--- src/iod_map.vh ---
// Purpose: Shared constants for the indexed operand address decoder.
// Assumes: 12-bit data address space, 4-bit bank number, 8-bit file field.
// Notes: Definitions only; included by bare name.
`ifndef IOD_MAP_VH
`define IOD_MAP_VH

// ****************************************************************
// Address layout
// ****************************************************************
`define IOD_ADDR_W 12
`define IOD_FILE_W 8
`define IOD_BANK_W 4
`define IOD_INDEX_LIMIT 8'h5F
`define IOD_ACCESS_LOW_BASE 12'h000
`define IOD_ACCESS_HIGH_BASE 12'hF00

// ****************************************************************
// Extended instruction group
// ****************************************************************
`define IOD_EXT_OP_COUNT 8
`define IOD_EXT_CODE_W 3

// ****************************************************************
// Reset values
// ****************************************************************
`define IOD_RST_ADDR 12'h000
`define IOD_RST_EXT_ON 1'b0
`define IOD_RST_SEL 8'h00

`endif

--- src/iod_addr_gen.v ---
// Purpose: Combinational data address for one byte or bit operand.
// Assumes: Inputs are stable within the core clock cycle.
// Notes: No state; the parent registers the result.
`timescale 1ns/1ps
`default_nettype none
`include "iod_map.vh"

module iod_addr_gen (
  input wire ext_on,
  input wire access_sel,
  input wire [7:0] file_field,
  input wire [3:0] bank_select_register,
  input wire [11:0] stack_frame_pointer,
  output reg [11:0] addr,
  output reg indexed,
  output reg is_access
);

  // ****************************************************************
  // Helpers
  // ****************************************************************
  function in_index_range;
    input [7:0] f;
    begin
      in_index_range = (f <= `IOD_INDEX_LIMIT);
    end
  endfunction

  function [11:0] access_addr;
    input [7:0] f;
    begin
      if (in_index_range(f)) begin
        access_addr = `IOD_ACCESS_LOW_BASE | {4'h0, f};
      end else begin
        access_addr = `IOD_ACCESS_HIGH_BASE | {4'h0, f};
      end
    end
  endfunction

  // ****************************************************************
  // Address select
  // ****************************************************************
  // The sum wraps in the 12-bit space; a zero pointer gives the
  // plain low Access RAM location.
  always @* begin
    addr = `IOD_RST_ADDR;
    indexed = 1'b0;
    is_access = 1'b0;
    if (access_sel) begin
      addr = {bank_select_register, file_field};
    end else if (ext_on && in_index_range(file_field)) begin
      addr = stack_frame_pointer + {4'h0, file_field};
      indexed = 1'b1;
    end else begin
      addr = access_addr(file_field);
      is_access = 1'b1;
    end
  end

endmodule // iod_addr_gen
`default_nettype wire

--- src/iod_operand_decode.v ---
// Purpose: Operand address generation for byte and bit instructions.
// Assumes: Decoder fields come from logic on core_clk; the extension
//   strap is a static configuration level.
// Notes: One cycle from request to registered address.
`timescale 1ns/1ps
`default_nettype none
`include "iod_map.vh"

module iod_operand_decode (
  input wire core_clk,
  input wire sys_rst,
  input wire ext_set_strap,
  input wire dec_valid,
  input wire dec_has_access,
  input wire [7:0] file_field,
  input wire access_sel,
  input wire dest_sel,
  input wire [3:0] bank_select_register,
  input wire [11:0] stack_frame_pointer,
  input wire ext_op_valid,
  input wire [2:0] ext_op_code,
  output reg opd_valid,
  output reg [11:0] opd_addr,
  output reg opd_indexed,
  output reg opd_is_access,
  output reg opd_to_file,
  output reg opd_banked,
  output reg ext_enabled,
  output reg ext_op_accept,
  output reg ext_op_reject,
  output reg [7:0] ext_op_sel,
  output wire ready
);

  // ****************************************************************
  // Strap synchroniser
  // ****************************************************************
  // The strap is a pin from outside the clock domain, so it passes two
  // flip-flops before the mode logic reads it. They carry no reset:
  // reset is held for several cycles, which lets the level settle
  // before it is caught, and only the second stage is ever read.
  reg strap_meta;
  reg strap_sync;

  always @(posedge core_clk) begin
    strap_meta <= ext_set_strap;
    strap_sync <= strap_meta;
  end

  // ****************************************************************
  // Mode state
  // ****************************************************************
  // The strap is caught once after reset release, so the operand
  // mode and the new instructions can never disagree mid-run.
  localparam ST_WAIT = 2'b01;
  localparam ST_RUN = 2'b10;

  reg [1:0] state;
  reg [1:0] next_state;
  reg next_ext_enabled;

  always @* begin
    next_state = state;
    next_ext_enabled = ext_enabled;
    case (state)
      ST_WAIT: begin
        next_state = ST_RUN;
        next_ext_enabled = strap_sync;
      end
      ST_RUN: begin
        next_state = ST_RUN;
      end
      default: begin
        next_state = ST_WAIT;
        next_ext_enabled = `IOD_RST_EXT_ON;
      end
    endcase
  end

  always @(posedge core_clk) begin
    if (sys_rst) begin
      state <= ST_WAIT;
      ext_enabled <= `IOD_RST_EXT_ON;
    end else begin
      state <= next_state;
      ext_enabled <= next_ext_enabled;
    end
  end

  // Requests seen before the strap is caught are ignored, so the
  // first operand that is taken already sees the final mode and the
  // extended group can never be accepted in the wrong mode.
  assign ready = (state == ST_RUN);

  // ****************************************************************
  // Operand address
  // ****************************************************************
  wire [11:0] gen_addr;
  wire gen_indexed;
  wire gen_is_access;
  wire take_opd;

  // Only instructions that carry the access bit are reinterpreted;
  // the condition is the same for all of them.
  assign take_opd = ready && dec_valid && dec_has_access;

  iod_addr_gen u_addr_gen (
    .ext_on(ext_enabled),
    .access_sel(access_sel),
    .file_field(file_field),
    .bank_select_register(bank_select_register),
    .stack_frame_pointer(stack_frame_pointer),
    .addr(gen_addr),
    .indexed(gen_indexed),
    .is_access(gen_is_access)
  );

  reg next_opd_valid;
  reg [11:0] next_opd_addr;
  reg next_opd_indexed;
  reg next_opd_is_access;
  reg next_opd_to_file;
  reg next_opd_banked;

  // Fields hold between takes, so the memory side may still use them
  // after the valid pulse has gone.
  always @* begin
    next_opd_valid = take_opd;
    next_opd_addr = opd_addr;
    next_opd_indexed = opd_indexed;
    next_opd_is_access = opd_is_access;
    next_opd_to_file = opd_to_file;
    next_opd_banked = opd_banked;
    if (take_opd) begin
      next_opd_addr = gen_addr;
      next_opd_indexed = gen_indexed;
      next_opd_is_access = gen_is_access;
      next_opd_banked = access_sel;
      next_opd_to_file = dest_sel;
    end
  end

  // ****************************************************************
  // Operand registers
  // ****************************************************************

  always @(posedge core_clk) begin
    if (sys_rst) begin
      opd_valid <= 1'b0;
      opd_addr <= `IOD_RST_ADDR;
      opd_indexed <= 1'b0;
      opd_is_access <= 1'b0;
      opd_to_file <= 1'b0;
      opd_banked <= 1'b0;
    end else begin
      opd_valid <= next_opd_valid;
      opd_addr <= next_opd_addr;
      opd_indexed <= next_opd_indexed;
      opd_is_access <= next_opd_is_access;
      opd_to_file <= next_opd_to_file;
      opd_banked <= next_opd_banked;
    end
  end

  // ****************************************************************
  // Extended instruction gate
  // ****************************************************************
  // The eight added instructions exist only while the extension is on;
  // otherwise they are refused and the core treats them as no-ops.
  function [7:0] ext_onehot;
    input [2:0] code;
    begin
      ext_onehot = 8'h01 << code;
    end
  endfunction

  wire take_ext;
  assign take_ext = ready && ext_op_valid;

  reg next_ext_op_accept;
  reg next_ext_op_reject;
  reg [7:0] next_ext_op_sel;

  // A refused instruction leaves the select at zero, so no unit fires.
  always @* begin
    next_ext_op_accept = take_ext && ext_enabled;
    next_ext_op_reject = take_ext && !ext_enabled;
    next_ext_op_sel = `IOD_RST_SEL;
    if (take_ext && ext_enabled) begin
      next_ext_op_sel = ext_onehot(ext_op_code);
    end
  end

  // ****************************************************************
  // Extended instruction registers
  // ****************************************************************

  always @(posedge core_clk) begin
    if (sys_rst) begin
      ext_op_accept <= 1'b0;
      ext_op_reject <= 1'b0;
      ext_op_sel <= `IOD_RST_SEL;
    end else begin
      ext_op_accept <= next_ext_op_accept;
      ext_op_reject <= next_ext_op_reject;
      ext_op_sel <= next_ext_op_sel;
    end
  end

endmodule // iod_operand_decode
`default_nettype wire

--- config.mk ---
export PLATFORM = sky130hd
export DESIGN_NAME = iod_operand_decode
export DESIGN_NICKNAME = d
export VERILOG_FILES = /design/src/iod_addr_gen.v /design/src/iod_operand_decode.v
export VERILOG_INCLUDE_DIRS = /design/src
export SDC_FILE = /design/constraint.sdc
export NUM_CORES = 1
export LEC_CHECK = 0
export BUFFER_PORTS_ARGS = -buffer_cell sky130_fd_sc_hd__buf_2
export CAP_MARGIN = 20
export CELL_PAD_IN_SITES_DETAIL_PLACEMENT = 1
export CELL_PAD_IN_SITES_GLOBAL_PLACEMENT = 1
export CORE_UTILIZATION = 35
export CTS_CLUSTER_DIAMETER = 150
export DETAILED_ROUTE_END_ITERATION = 16
export PLACE_DENSITY_LB_ADDON = 0.15
export SYNTH_ARGS = -nofsm -noshare
export SYNTH_HDL_FRONTEND = slang
export SYNTH_SLANG_ARGS = --single-unit
--- constraint.sdc ---
create_clock -name core_clk -period 2.5 [get_ports core_clk]
set_clock_uncertainty 0.1 [all_clocks]
set_input_delay 0.375 -clock core_clk [delete_from_list [all_inputs] [get_ports core_clk]]
set_output_delay 0.375 -clock core_clk [all_outputs]
set_load 0.005 [all_outputs]
# == Yosys cells after proc, flatten, opt, wreduce, memory -nomap -nowiden ==
# Cells that the tools add are included.
# op_classes
n_addsub,1
n_lt_le_gt_ge,1
eq_ne,2
n_shift,1
mux,9
bitwise,1
reduce_logical,9
# ops
operator,count
12-bit two-way mux,3
12-bit by 8-bit adder with 12-bit output,1
8-bit by 7-bit less-or-equal comparator with 1-bit output (second input constant),1
1-bit by 3-bit << shifter with 8-bit output (first input constant),1
1-bit logical AND,6
1-bit two-way mux,4
2-bit OR reduction,2
2-bit by 1-bit == test with 1-bit output (second input constant),1
2-bit == test (second input constant),1
2-bit two-way mux,1
1-bit one-hot mux with 2 select lines,1
1-bit logical NOT,1
1-bit NOT,1
# word_totals
reg_bits,32
out_inout_bits,29
elab_cells,37

# == Logic depth before layout (Yosys ltp) ==
# Gate-level depths: netlist of the first run.
# depth
depth_word,5
depth_mapped,8

# == By module ==
# Synthesis of the first run repeated with hierarchy kept, for this count alone.
# hier_totals
hier_cells,216
area_unflattened_um2,1945.6
# modules_own_cells
mod,instances,cells_each,area_per_inst_um2
iod_operand_decode,1,111,1231.2
iod_addr_gen,1,105,714.4

# == Worst setup path after synthesis of the first run ==
# OpenSTA, ideal clock, no wires.
# synth_timing
kind,input port to flip-flop
from,input port file_field[0]
to,register opd_addr[6]
setup_ns,0.115
arrival_ns,1.849
slack_ns,0.436
cell_stages,8
path_buffers,0
path_cell_list,ha_1 > inv_1 > fa_1 > and2b_1 > o2111ai_2 > and3_1 > o21a_1 > o21ba_1
# synth_via
elab_chain_cells,4
elab_cells_between_ends,5
# synth_rtl
item,line_no,source
from (decl),iod_operand_decode.v:15,"input wire [7:0] file_field,"
branches (longest 2 deep; another with 12-bit by 8-bit adder with 12-bit output),n/a,
12-bit two-way mux *,iod_addr_gen.v:51,end else if (ext_on && in_index_range(file_field)) begin
12-bit two-way mux *,iod_addr_gen.v:49,if (access_sel) begin
to (signal assigned),iod_operand_decode.v:150,opd_addr <= `IOD_RST_ADDR;
to (signal assigned),iod_operand_decode.v:157,opd_addr <= next_opd_addr;
to (decl),iod_operand_decode.v:23,"output reg [11:0] opd_addr,"
# Mark *: on every way between the ends.
# A chain may end at the register's enable or synchronous reset.

# == Final worst setup path of the first run ==
# Ends and elaborated chain as after synthesis.

==> summary.txt, run 1 <==
Routing
  • Initial DRC count: 60
  • First-pass detailed-route iteration total: 10
  • Vias per std cell: 5.12
  • Per-cell routed wire length: ~13 um
  • Total wire length: around 4200 um
  • Post-route antenna net violation count: 0
  • Via count: between 1,500 and 2,000
  • DRC viols: 6

Logic synthesis
  • Mapped Cells: 200
  • Cell Area, Synth: between 1500 and 2000 um2
  • #FFs+latches synth: 32
  • Synthesis Warnings: 0
  • Post-synth cell types: 43
  • Register area share after synthesis: 38.0%
  • Yosys top cell by area: dfxtp_1
  • Mean Syn Cell Area: 8.42 um2
  • Top cells by area, synth: dfxtp_1 38%, ha_1 7.4%, a21oi_1 5.6%
  • Synth top area share: 38.0%
  • Syn_nets: roughly 250

Placement
  • DP Worst Slack: 176 ps
  • Hpwl dp: between 3000 and 4000 um
  • GP Congestion: about 0.74
  • Inst Count DP: 310
  • PortBufs: 63
  • Placed instance area: 2040 um2

Power and ir drop
  • Switching pwr: 0.360 mW
  • Switching share of power: between 20% and 30%
  • VDD IR max: approximately 0.21 mV
  • Sequential share of power: between 40% and 50%
  • Internal power: 0.971 mW
  • Pleak: 1.03 nW
  • Pwr Density: approximately 620 nW/um2
  • Gate power share: a little over a fifth
  • Clock Power Share: between 30% and 40%

Clocking
  • Clock transition at path regs: 70 ps
  • Postcts setup bufs: 0
  • Num Clock Sinks: 32
  • Clock tree from TritonCTS: built
  • Post-cts gate resize count: 0
  • Num CTS Buffers: 5
  • Worst skew pair latency: ~270 ps
  • Max Buffers Root-to-Sink: 2
  • H-tree levels: 2
  • Root Buffer: clkbuf_8
  • CTS Hold Bufs: 0

Worst setup path
  • FF-to-FF path depth: 7
  • Worst-path cell chain: buf_2 > ha_1 > inv_1 > fa_1 > and2b_1 > o2111ai_2 > and3_1 > o21a_1 > o21ba_1
  • Critical path's slowest cell: fa_1
  • Worst path required time: 2580 ps
  • Crit start category: input pin
  • Max Fanout on Critical Path: 4
  • Crit-path max cell delay: between 300 and 400 ps
  • Crit Path Class: input pin to register
  • R2R Path End: opd_addr[8]
  • Setup crit end kind: register
  • FF-to-FF Start: state[0]
  • Crit path max-delay family: adder cells
  • R2R Setup Slk: roughly 560 ps
  • WP buf/inv: 2
  • Worst Path Arrival: 2110 ps

STA
  • Final WS setup: 468 ps
  • Fin Setup TNS: 0 ps
  • Fin. max-slew vios: 0
  • Setup violators final: 0
  • Min Tclk post-route: ~2000 ps
  • RSZ-0062 raised after global routing: false
  • Fin crit share: between 80% and 90%
  • Slew headroom: between 50% and 60%
  • Slew @ Worst Pin: between 600 and 700 ps
  • Max Fclk: between 400 and 500 MHz
  • Hold Vio Cnt, Final: 0

GRT
  • GRT Total Usage: between 10% and 20%
  • Global route total overflow: 0
  • First-pass GRT wire length: between 7000 and 8000 um
  • Largest net degree at the start of global routing: 24
  • Initial antenna violation count: 0
  • Vias in the first global route: approximately 1,600

Min path
  • Worst Hold End: strap_meta
  • Hold depth: 1
  • Critical hold path startpoint: ext_set_strap
  • Worst Hold Class: input pin to register

Cells and area
  • Most common cell after layout, fill and taps aside: buf_2
  • Highest-count cells in the layout ignoring fill and taps: 63 x buf_2, 32 x dfxtp_1, 24 x nor2_1, 19 x nand2_1, 19 x a21oi_1
  • Post-Layout Cell Count: about 320
  • Final core utilization: about half
  • Final Cell Area: about 2200 um2
  • Layout cells sized above 1: 30.1%
  • Layout area overhead: 27.8%
  • Filler instances: around 560
  • Antenna diodes: 0
  • Nets: between 300 and 400

Floorplan
  • Placeable Area: between 4000 and 5000 um2
  • Cell row count: 24
  • Starting Density: between 30% and 40%
  • Top-Level Pins: 64
  • Die area: roughly 5100 um2
  • Die Span X: ~71 um
  • Die Span Y: 71.4 um

Status
  • Failing checks: DRC
  • Outcome: finished with violations

Flow run
  • Max Cap Viol: 0
-- synthesized netlist by cell type --
master and n:
o22ai_1 4, ha_1 10, mux2_4 1, a211o_1 1
nor4_1 1, nand2b_1 4, fa_1 1, mux2i_1 1
o21ai_1 1, a311oi_1 1, a211oi_1 5, o221ai_2 1
a2bb2oi_1 1, nor3_1 12, and2b_1 2, o21ai_0 5
a21o_1 4, inv_1 10, o21bai_1 1, and4b_1 1
nand3b_1 4, o211ai_1 1, nand2_1 19, o21a_1 2
buf_4 1, xnor2_1 4, nor2b_1 4, nor4bb_1 1
clkbuf_1 2, and3_1 3, nand3_1 2, a22oi_1 2
buf_2 4, o211a_1 1, o32ai_2 1, o2111ai_2 1
o21ba_1 1, or2_2 1, dfxtp_1 32, a21oi_2 3
nor2_1 24, a21oi_1 19, or2_1 1
-- flip-flops by register name, summed over array words and instances (netlist names) --
name and cells:
opd_addr 12, strap_sync 1, opd_banked 1, ext_op_accept 1
opd_indexed 1, ext_enabled 1, opd_to_file 1, opd_valid 1
ext_op_sel 8, ext_op_reject 1, strap_meta 1, state 2
opd_is_access 1
-- worst max-delay path by stage --
stage | endpoint | start | depth (start not counted)
finish | opd_addr[6] | file_field[0] | 9
global route | opd_addr[8] | state[0] | 7
CTS | opd_addr[10] | file_field[0] | 9
detailed placement | opd_addr[10] | file_field[0] | 9
global placement | opd_addr[6] | file_field[0] | 9
floorplan | opd_addr[6] | file_field[0] | 8
-- power by group through the flow --
stage / logic [mW] / clock network (mW) / registers, mW
after detailed placement: 0.285 / 0 / 0.580
after CTS: 0.286 / 0.490 / 0.568
after global placement: 0.280 / 0 / 0.579
final: 0.284 / 0.479 / 0.568
after global routing: 0.323 / 0.512 / 0.573
after floorplan: 0.182 / 0 / 0.578
-- cells by family after synthesis --
kind of cell	after synthesis	synth area share, %
xor gates and xnor gates	4	2.08
AOI/OAI and AO/OA	55	22.7
adders and majority gates	11	8.62
and+or+nand+nor	79	22.8
buffers and inverters	17	4.31
muxes	2	1.49
DFF	32	38.0
-- layout make-up --
type / count / area, um2 / share of cell area (%)
sequential: 32 / 641 / 29.8
timing repair buffer: 65 / 330 / 15.3
inverter: 10 / 37.5 / 1.74
clock buffer: 6 / 72.6 / 3.37
clock inverter: 2 / 35.0 / 1.63
tap: 52 / 65.1 / 3.02
multi-input combinational: 151 / 971 / 45.1
-- routing by layer --
layer	global-route usage (%)	vias up	wire length [um]
li1	-	831	-
met1	23.2	739	2080
met2	28.9	51	1910
met3	3.66	8	193
met4	6.22	0	67
met5	0	-	0
-- stage by stage --
stage,power [mW],hold WS [ps]
after global placement,0.859,218
final,1.33,103
after CTS,1.34,96.2
after global routing,1.41,92.2
after detailed placement,0.864,216
after floorplan,0.760,210
(Power assumes the default switching activity.)
==> run 2: changes to the inputs <==
--- a/config.mk
+++ b/config.mk
@@ -10,7 +10,7 @@
 export CAP_MARGIN = 20
 export CELL_PAD_IN_SITES_DETAIL_PLACEMENT = 1
 export CELL_PAD_IN_SITES_GLOBAL_PLACEMENT = 1
-export CORE_UTILIZATION = 35
+export CORE_UTILIZATION = 31
 export CTS_CLUSTER_DIAMETER = 150
 export DETAILED_ROUTE_END_ITERATION = 16
 export PLACE_DENSITY_LB_ADDON = 0.15
==> constraint.sdc (replaced) <==
create_clock -name core_clk -period 1.7 [get_ports core_clk]
set_clock_uncertainty 0.1 [all_clocks]
set_input_delay 0.255 -clock core_clk [delete_from_list [all_inputs] [get_ports core_clk]]
set_output_delay 0.255 -clock core_clk [all_outputs]
set_load 0.005 [all_outputs]
==> run 2 against run 1 <==
The run now ends clean. Non-clock buffer count is 23 higher. Sequential power is 48% higher. Count of clock-buffer cells in the layout stayed put. Sequential share of layout area is 3.5 points lower. Final area is 13% higher. Flip-flop and latch count stayed put. Core utilization is 0.88 points lower. Hold slack worse by 6.7 ps. Critical endpoint unchanged. Largest cell class unchanged.
==> summary.txt, run 2 (synthesis gave the netlist of run 1 again) <==
Clocking
  • Root Buffer: clkbuf_8
  • Clock tree from TritonCTS: built
  • Worst skew pair latency: between 200 and 300 ps
  • Num Clock Sinks: 32
  • Num CTS Buffers: 5
  • Max Buffers Root-to-Sink: 2
  • H-tree levels: 2
  • Clock transition at path regs: 70 ps

Power and ir drop
  • Pleak: roughly 1.2 nW
  • Switching share of power: a little over a quarter
  • Sequential share of power: between 40% and 50%
  • Pwr Density: roughly 840 nW/um2
  • Internal power: between 1 and 1.5 mW
  • Clock Power Share: 34.5%
  • Switching pwr: between 0.5 and 0.6 mW
  • VDD IR max: 0.355 mV
  • Gate power share: between 20% and 30%

Cells and area
  • Highest-count cells in the layout ignoring fill and taps: 61 x buf_2, 32 x dfxtp_1, 24 x nor2_1, 22 x buf_4
  • Layout cells sized above 1: between 30% and 40%
  • Filler instances: ~660
  • Final core utilization: a little under half
  • Top reg by flops: opd_addr
  • Most common cell after layout, fill and taps aside: buf_2
  • Antenna diodes: 0
  • Nets: ~330
  • Biggest regs: opd_addr: 12 flops, ext_op_sel: 8 flops, state: 2 flops
  • Area of the multi-input gates: between 1000 and 1500 um2
  • Storage element area: about 640 um2
  • Max reg flops: 12
  • Layout area overhead: 45.0%
  • Post-Layout Cell Count: roughly 360

Worst setup path
  • FF-to-FF path depth: 7
  • Setup crit end kind: register
  • Worst Path Arrival: 1740 ps
  • Max Fanout on Critical Path: 4
  • FF-to-FF Start: state[0]
  • Crit start category: input pin
  • R2R Path End: opd_addr[6]
  • Crit Path Class: input pin to register
  • R2R Setup Slk: 130 ps
  • Critical path origin: stack_frame_pointer[0]
  • Worst path required time: 1770 ps

STA
  • Min Tclk post-route: 1670 ps
  • Slew @ Worst Pin: ~340 ps
  • Max Fclk: 599 MHz
  • Fin crit share: 98.2%
  • Fin. max-slew vios: 0
  • Setup violators final: 0
  • Slew headroom: 77.6%
  • RSZ-0062 raised after global routing: true
  • Fin Setup TNS: 0 ps
  • Hold Vio Cnt, Final: 0

Floorplan
  • Cell row count: 26
  • Placeable Area: around 5200 um2
  • Top-Level Pins: 64
  • Die Span X: approximately 76 um
  • Die area: about 5700 um2
  • Starting Density: 32.6%
  • Die Span Y: approximately 76 um

Min path
  • Worst Hold Class: input pin to register
  • Hold depth: 2
  • Critical hold path startpoint: ext_op_code[0]
  • Worst Hold End: ext_op_sel[0]

Flow run
  • Max Cap Viol: 0

Routing
  • Vias per std cell: about 4.8
  • Initial DRC count: 26
  • DRC viols: 0
  • Total wire length: between 4000 and 5000 um
  • Via count: around 1,700
  • Post-route antenna net violation count: 0
  • Per-cell routed wire length: around 13 um
  • First-pass detailed-route iteration total: 4

GRT
  • Global route total overflow: 0
  • GRT Total Usage: roughly 17%
  • Vias in the first global route: 1,536
  • Largest net degree at the start of global routing: 21
  • First-pass GRT wire length: 7330 um
  • Initial antenna violation count: 0

Placement
  • GP Congestion: about 0.84
  • Hpwl dp: around 3800 um
  • Inst Count DP: 350
  • PortBufs: 63

Status
  • Outcome: completed
## run 2: cell type report
type / count / area share (%)
timing repair buffer: 88 / 22.4
sequential: 32 / 26.2
multi-input combinational: 151 / 41.9
inverter: 10 / 1.54
tap: 70 / 3.59
clock inverter: 2 / 1.43
clock buffer: 6 / 2.97
## run 2: how the worst max path moves through the flow
stage	end	slack, ps
floorplan	opd_addr[6]	-140
global placement	opd_addr[10]	-310
detailed placement	opd_addr[10]	-350
CTS	opd_addr[6]	-9
global route	opd_addr[10]	-30
finish	opd_addr[6]	30
## run 2: through the flow
step | instance area [um2] | power, mW | hold slack, ps | worst slack, ps
finish | 2440 | 2.05 | 96.5 | 30.2
global route | 2440 | 2.17 | 90.4 | -27.4
CTS | 2410 | 2.07 | 83.1 | -8.77
detailed placement | 2280 | 1.35 | 223 | -350
global placement | 2280 | 1.33 | 224 | -312
floorplan | 1700 | 1.12 | 183 | -136
## run 2: power by group through the flow
stage / registers (mW) / logic (mW) / clock network (mW)
2_1_floorplan: 0.850 / 0.272 / 0
3_3_place_gp: 0.852 / 0.476 / 0
3_5_place_dp: 0.857 / 0.493 / 0
4_1_cts: 0.839 / 0.501 / 0.729
5_1_grt: 0.844 / 0.561 / 0.763
6_report: 0.839 / 0.502 / 0.708
## run 2: timing repair
| action | CTS | global route |
|---|---|---|
| resized for setup | 2 | 9 |
| buffers inserted | 0 | 0 |
| hold buffers | 1 | 0 |
| gates cloned | 0 | 0 |
| hold endpoints to repair | 1 | 0 |
| endpoints found under the setup margin | 2 | 5 |
| pin swaps | 2 | 0 |
## run 2: worst max-delay path: stages
cell and delay [ps]:
buf_6 70, ha_4 140, inv_2 40, fa_2 340, and2b_2 250, o2111ai_4 140, and3_1 180, o21a_1 170
o21ba_1 160
## run 2: per-layer routing
layer  vias up  routed length [um]  global-route usage [%]  share of wire [%]
met1       810                2210                    22.8                 46
met2        46                2280                    28.7                 48
met5         -                   0                       0                  0
li1        878                   -                       -                  -
met3         4                 211                    2.78                4.4
met4         0                  45                    4.94               0.95
==> run 3: changes to the inputs <==
--- a/config.mk
+++ b/config.mk
@@ -13,6 +13,7 @@
 export CORE_UTILIZATION = 31
 export CTS_CLUSTER_DIAMETER = 150
 export DETAILED_ROUTE_END_ITERATION = 16
+export GPL_TIMING_DRIVEN = 0
 export PLACE_DENSITY_LB_ADDON = 0.15
 export SYNTH_ARGS = -nofsm -noshare
 export SYNTH_HDL_FRONTEND = slang
==> constraint.sdc (replaced) <==
create_clock -name core_clk -period 1.4 [get_ports core_clk]
set_clock_uncertainty 0.1 [all_clocks]
set_input_delay 0.21 -clock core_clk [delete_from_list [all_inputs] [get_ports core_clk]]
set_output_delay 0.21 -clock core_clk [all_outputs]
set_load 0.005 [all_outputs]
==> run 3 against run 2 <==
The run now ends with setup timing left. Clock power up 26%. Flip-flop and latch count stayed put. Hold slack worse by 56 ps. Cell count down 1.1%. Non-clock buffer count decreased by 4. Core utilization up 3.1 points. Die area stayed put. Sequential power increased by 23%. Setup slack lost 240 ps. Critical path type unchanged. Highest routed layer unchanged.
==> summary.txt, run 3 (synthesis gave the netlist of run 1 again) <==
Status
  • Outcome: finished with violations
  • Failing checks: setup timing

STA
  • Slew headroom: 63.3%
  • Hold Vio Cnt, Final: 0
  • Final WS setup: -208 ps
  • Setup violators final: 8
  • Min Hold Slack: approximately 40 ps
  • Fin. max-slew vios: 0
  • RSZ-0062 raised after global routing: true
  • Slew @ Worst Pin: between 500 and 600 ps
  • Max Fclk: ~620 MHz
  • Min Tclk post-route: roughly 1600 ps
  • Fin crit share: 115%

Clocking
  • Clock transition at path regs: 70 ps
  • Max Buffers Root-to-Sink: 2
  • Worst skew pair latency: 280 ps
  • Num Clock Sinks: 32
  • Clock tree from TritonCTS: built
  • H-tree levels: 2
  • Num CTS Buffers: 5
  • Root Buffer: clkbuf_8

Worst setup path
  • R2R Setup Slk: -40 ps
  • Max Fanout on Critical Path: 4
  • Crit path max-delay family: compound AO/OA/AOI/OAI gates
  • Worst Path Arrival: between 1500 and 2000 ps
  • Critical path's slowest cell: fa_2
  • WP buf/inv: 2
  • Critical path origin: file_field[0]
  • Crit start category: input pin
  • Setup crit end kind: register
  • Crit Path Class: input pin to register
  • FF-to-FF Start: state[0]
  • Worst path required time: between 1000 and 1500 ps
  • R2R Path End: opd_addr[7]
  • Worst-path cell chain: buf_8 > ha_4 > inv_2 > fa_2 > and2b_2 > o2111ai_4 > and3_4 > o21a_1 > o21ba_1
  • FF-to-FF path depth: 6
  • Crit-path max cell delay: between 300 and 400 ps

GRT
  • GRT Total Usage: 18.2%
  • First-pass GRT wire length: between 7000 and 8000 um
  • Largest net degree at the start of global routing: 19
  • Vias in the first global route: 1,594
  • Initial antenna violation count: 0
  • Global route total overflow: 0

Cells and area
  • Layout area overhead: 54.5%
  • Top reg by flops: opd_addr
  • Post-Layout Cell Count: ~360
  • Most common cell after layout, fill and taps aside: buf_2
  • Biggest regs: opd_addr: 12 flops, ext_op_sel: 8 flops, state: 2 flops
  • Nets: 330
  • Highest-count cells in the layout ignoring fill and taps: 60 x buf_2, 29 x dfxtp_1, 20 x nor2_1, 18 x nand2_1, 15 x a21oi_1
  • Antenna diodes: 0
  • Max reg flops: 12
  • Layout cells sized above 1: about half

Routing
  • Via count: approximately 1,800
  • DRC viols: 0
  • Post-route antenna net violation count: 0
  • Initial DRC count: 40
  • Total wire length: between 5000 and 6000 um
  • Vias per std cell: approximately 4.9
  • Per-cell routed wire length: 14.5 um
  • First-pass detailed-route iteration total: 4

Power and ir drop
  • Pleak: approximately 1.2 nW
  • VDD IR max: roughly 0.52 mV
  • Pwr Density: 1030 nW/um2

Min path
  • Worst Hold Class: input pin to register
  • Hold depth: 2
  • Critical hold path startpoint: ext_op_code[0]
  • Worst Hold End: ext_op_sel[4]

Floorplan
  • Starting Density: ~33%
  • Placeable Area: between 5000 and 6000 um2
  • Cell row count: 26
  • Die Span X: 75.7 um
  • Top-Level Pins: 64
  • Die Span Y: ~76 um
  • Die area: about 5700 um2

Placement
  • PortBufs: 63
  • Inst Count DP: roughly 330
  • Hpwl dp: between 3000 and 4000 um
  • GP Congestion: between 0.7 and 0.8

Flow run
  • Max Cap Viol: 0
[run 3: cell count changes in the layout (fill, tap and decap cells not counted), sizes merged]
cell and delta:
buf -8, clkbuf +3, clkinvlp +1
[run 3: metrics by stage]
stage / total power, mW / setup slack, ps / util, % / setup TNS [ps] / instance area (um2)
6_report: 2.67 / -208 / 50.3 / -1000 / 2600
5_1_grt: 2.83 / -262 / 50.3 / -1610 / 2600
4_1_cts: 2.60 / -271 / 46.9 / -1190 / 2420
3_5_place_dp: 1.60 / -661 / 41.3 / -5840 / 2140
3_3_place_gp: 1.58 / -648 / 41.3 / -5590 / 2140
2_1_floorplan: 1.39 / -390 / - / -1660 / 1730
[run 3: how the worst max path moves through the flow]
stage / depth (start not counted) / slack (ps) / end
2_1_floorplan: 8 / -390 / opd_addr[6]
3_3_place_gp: 9 / -650 / opd_addr[10]
3_5_place_dp: 9 / -660 / opd_addr[10]
4_1_cts: 9 / -270 / opd_addr[6]
5_1_grt: 9 / -260 / opd_addr[6]
6_report: 9 / -210 / opd_addr[6]
[run 3: layout make-up]
cell class / count / area, um2
fillers: 626 / 2570
multi-input cells: 151 / 1170
flip-flops and latches: 32 / 644
repair buffers: 79 / 495
well taps: 70 / 87.6
clock buffers: 5 / 68.8
plain buffers: 5 / 51.3
clock inverters: 3 / 42.5
inverters: 10 / 37.5
[run 3: power by group]
group          switching [mW]  internal, mW
Sequential             0.0518         0.983
Clock                   0.368         0.526
Combinational           0.362         0.383
[run 3: routing by layer]
metal	vias to the layer above	global-route usage [%]	wire, um
met3	5	3.31	195
met5	-	0	0
met4	0	6.79	74
met2	43	31.4	2610
met1	827	22.6	2250
li1	878	-	-
[run 3: timing repair]
| item | CTS | global route |
|---|---|---|
| gates resized for setup | 26 | 29 |
| setup endpoints to repair | 16 | 16 |
| gates cloned | 0 | 2 |
| hold buffers | 1 | 0 |
| buffers inserted | 10 | 3 |
| hold endpoints to repair | 1 | 0 |
| pin swaps | 19 | 12 |
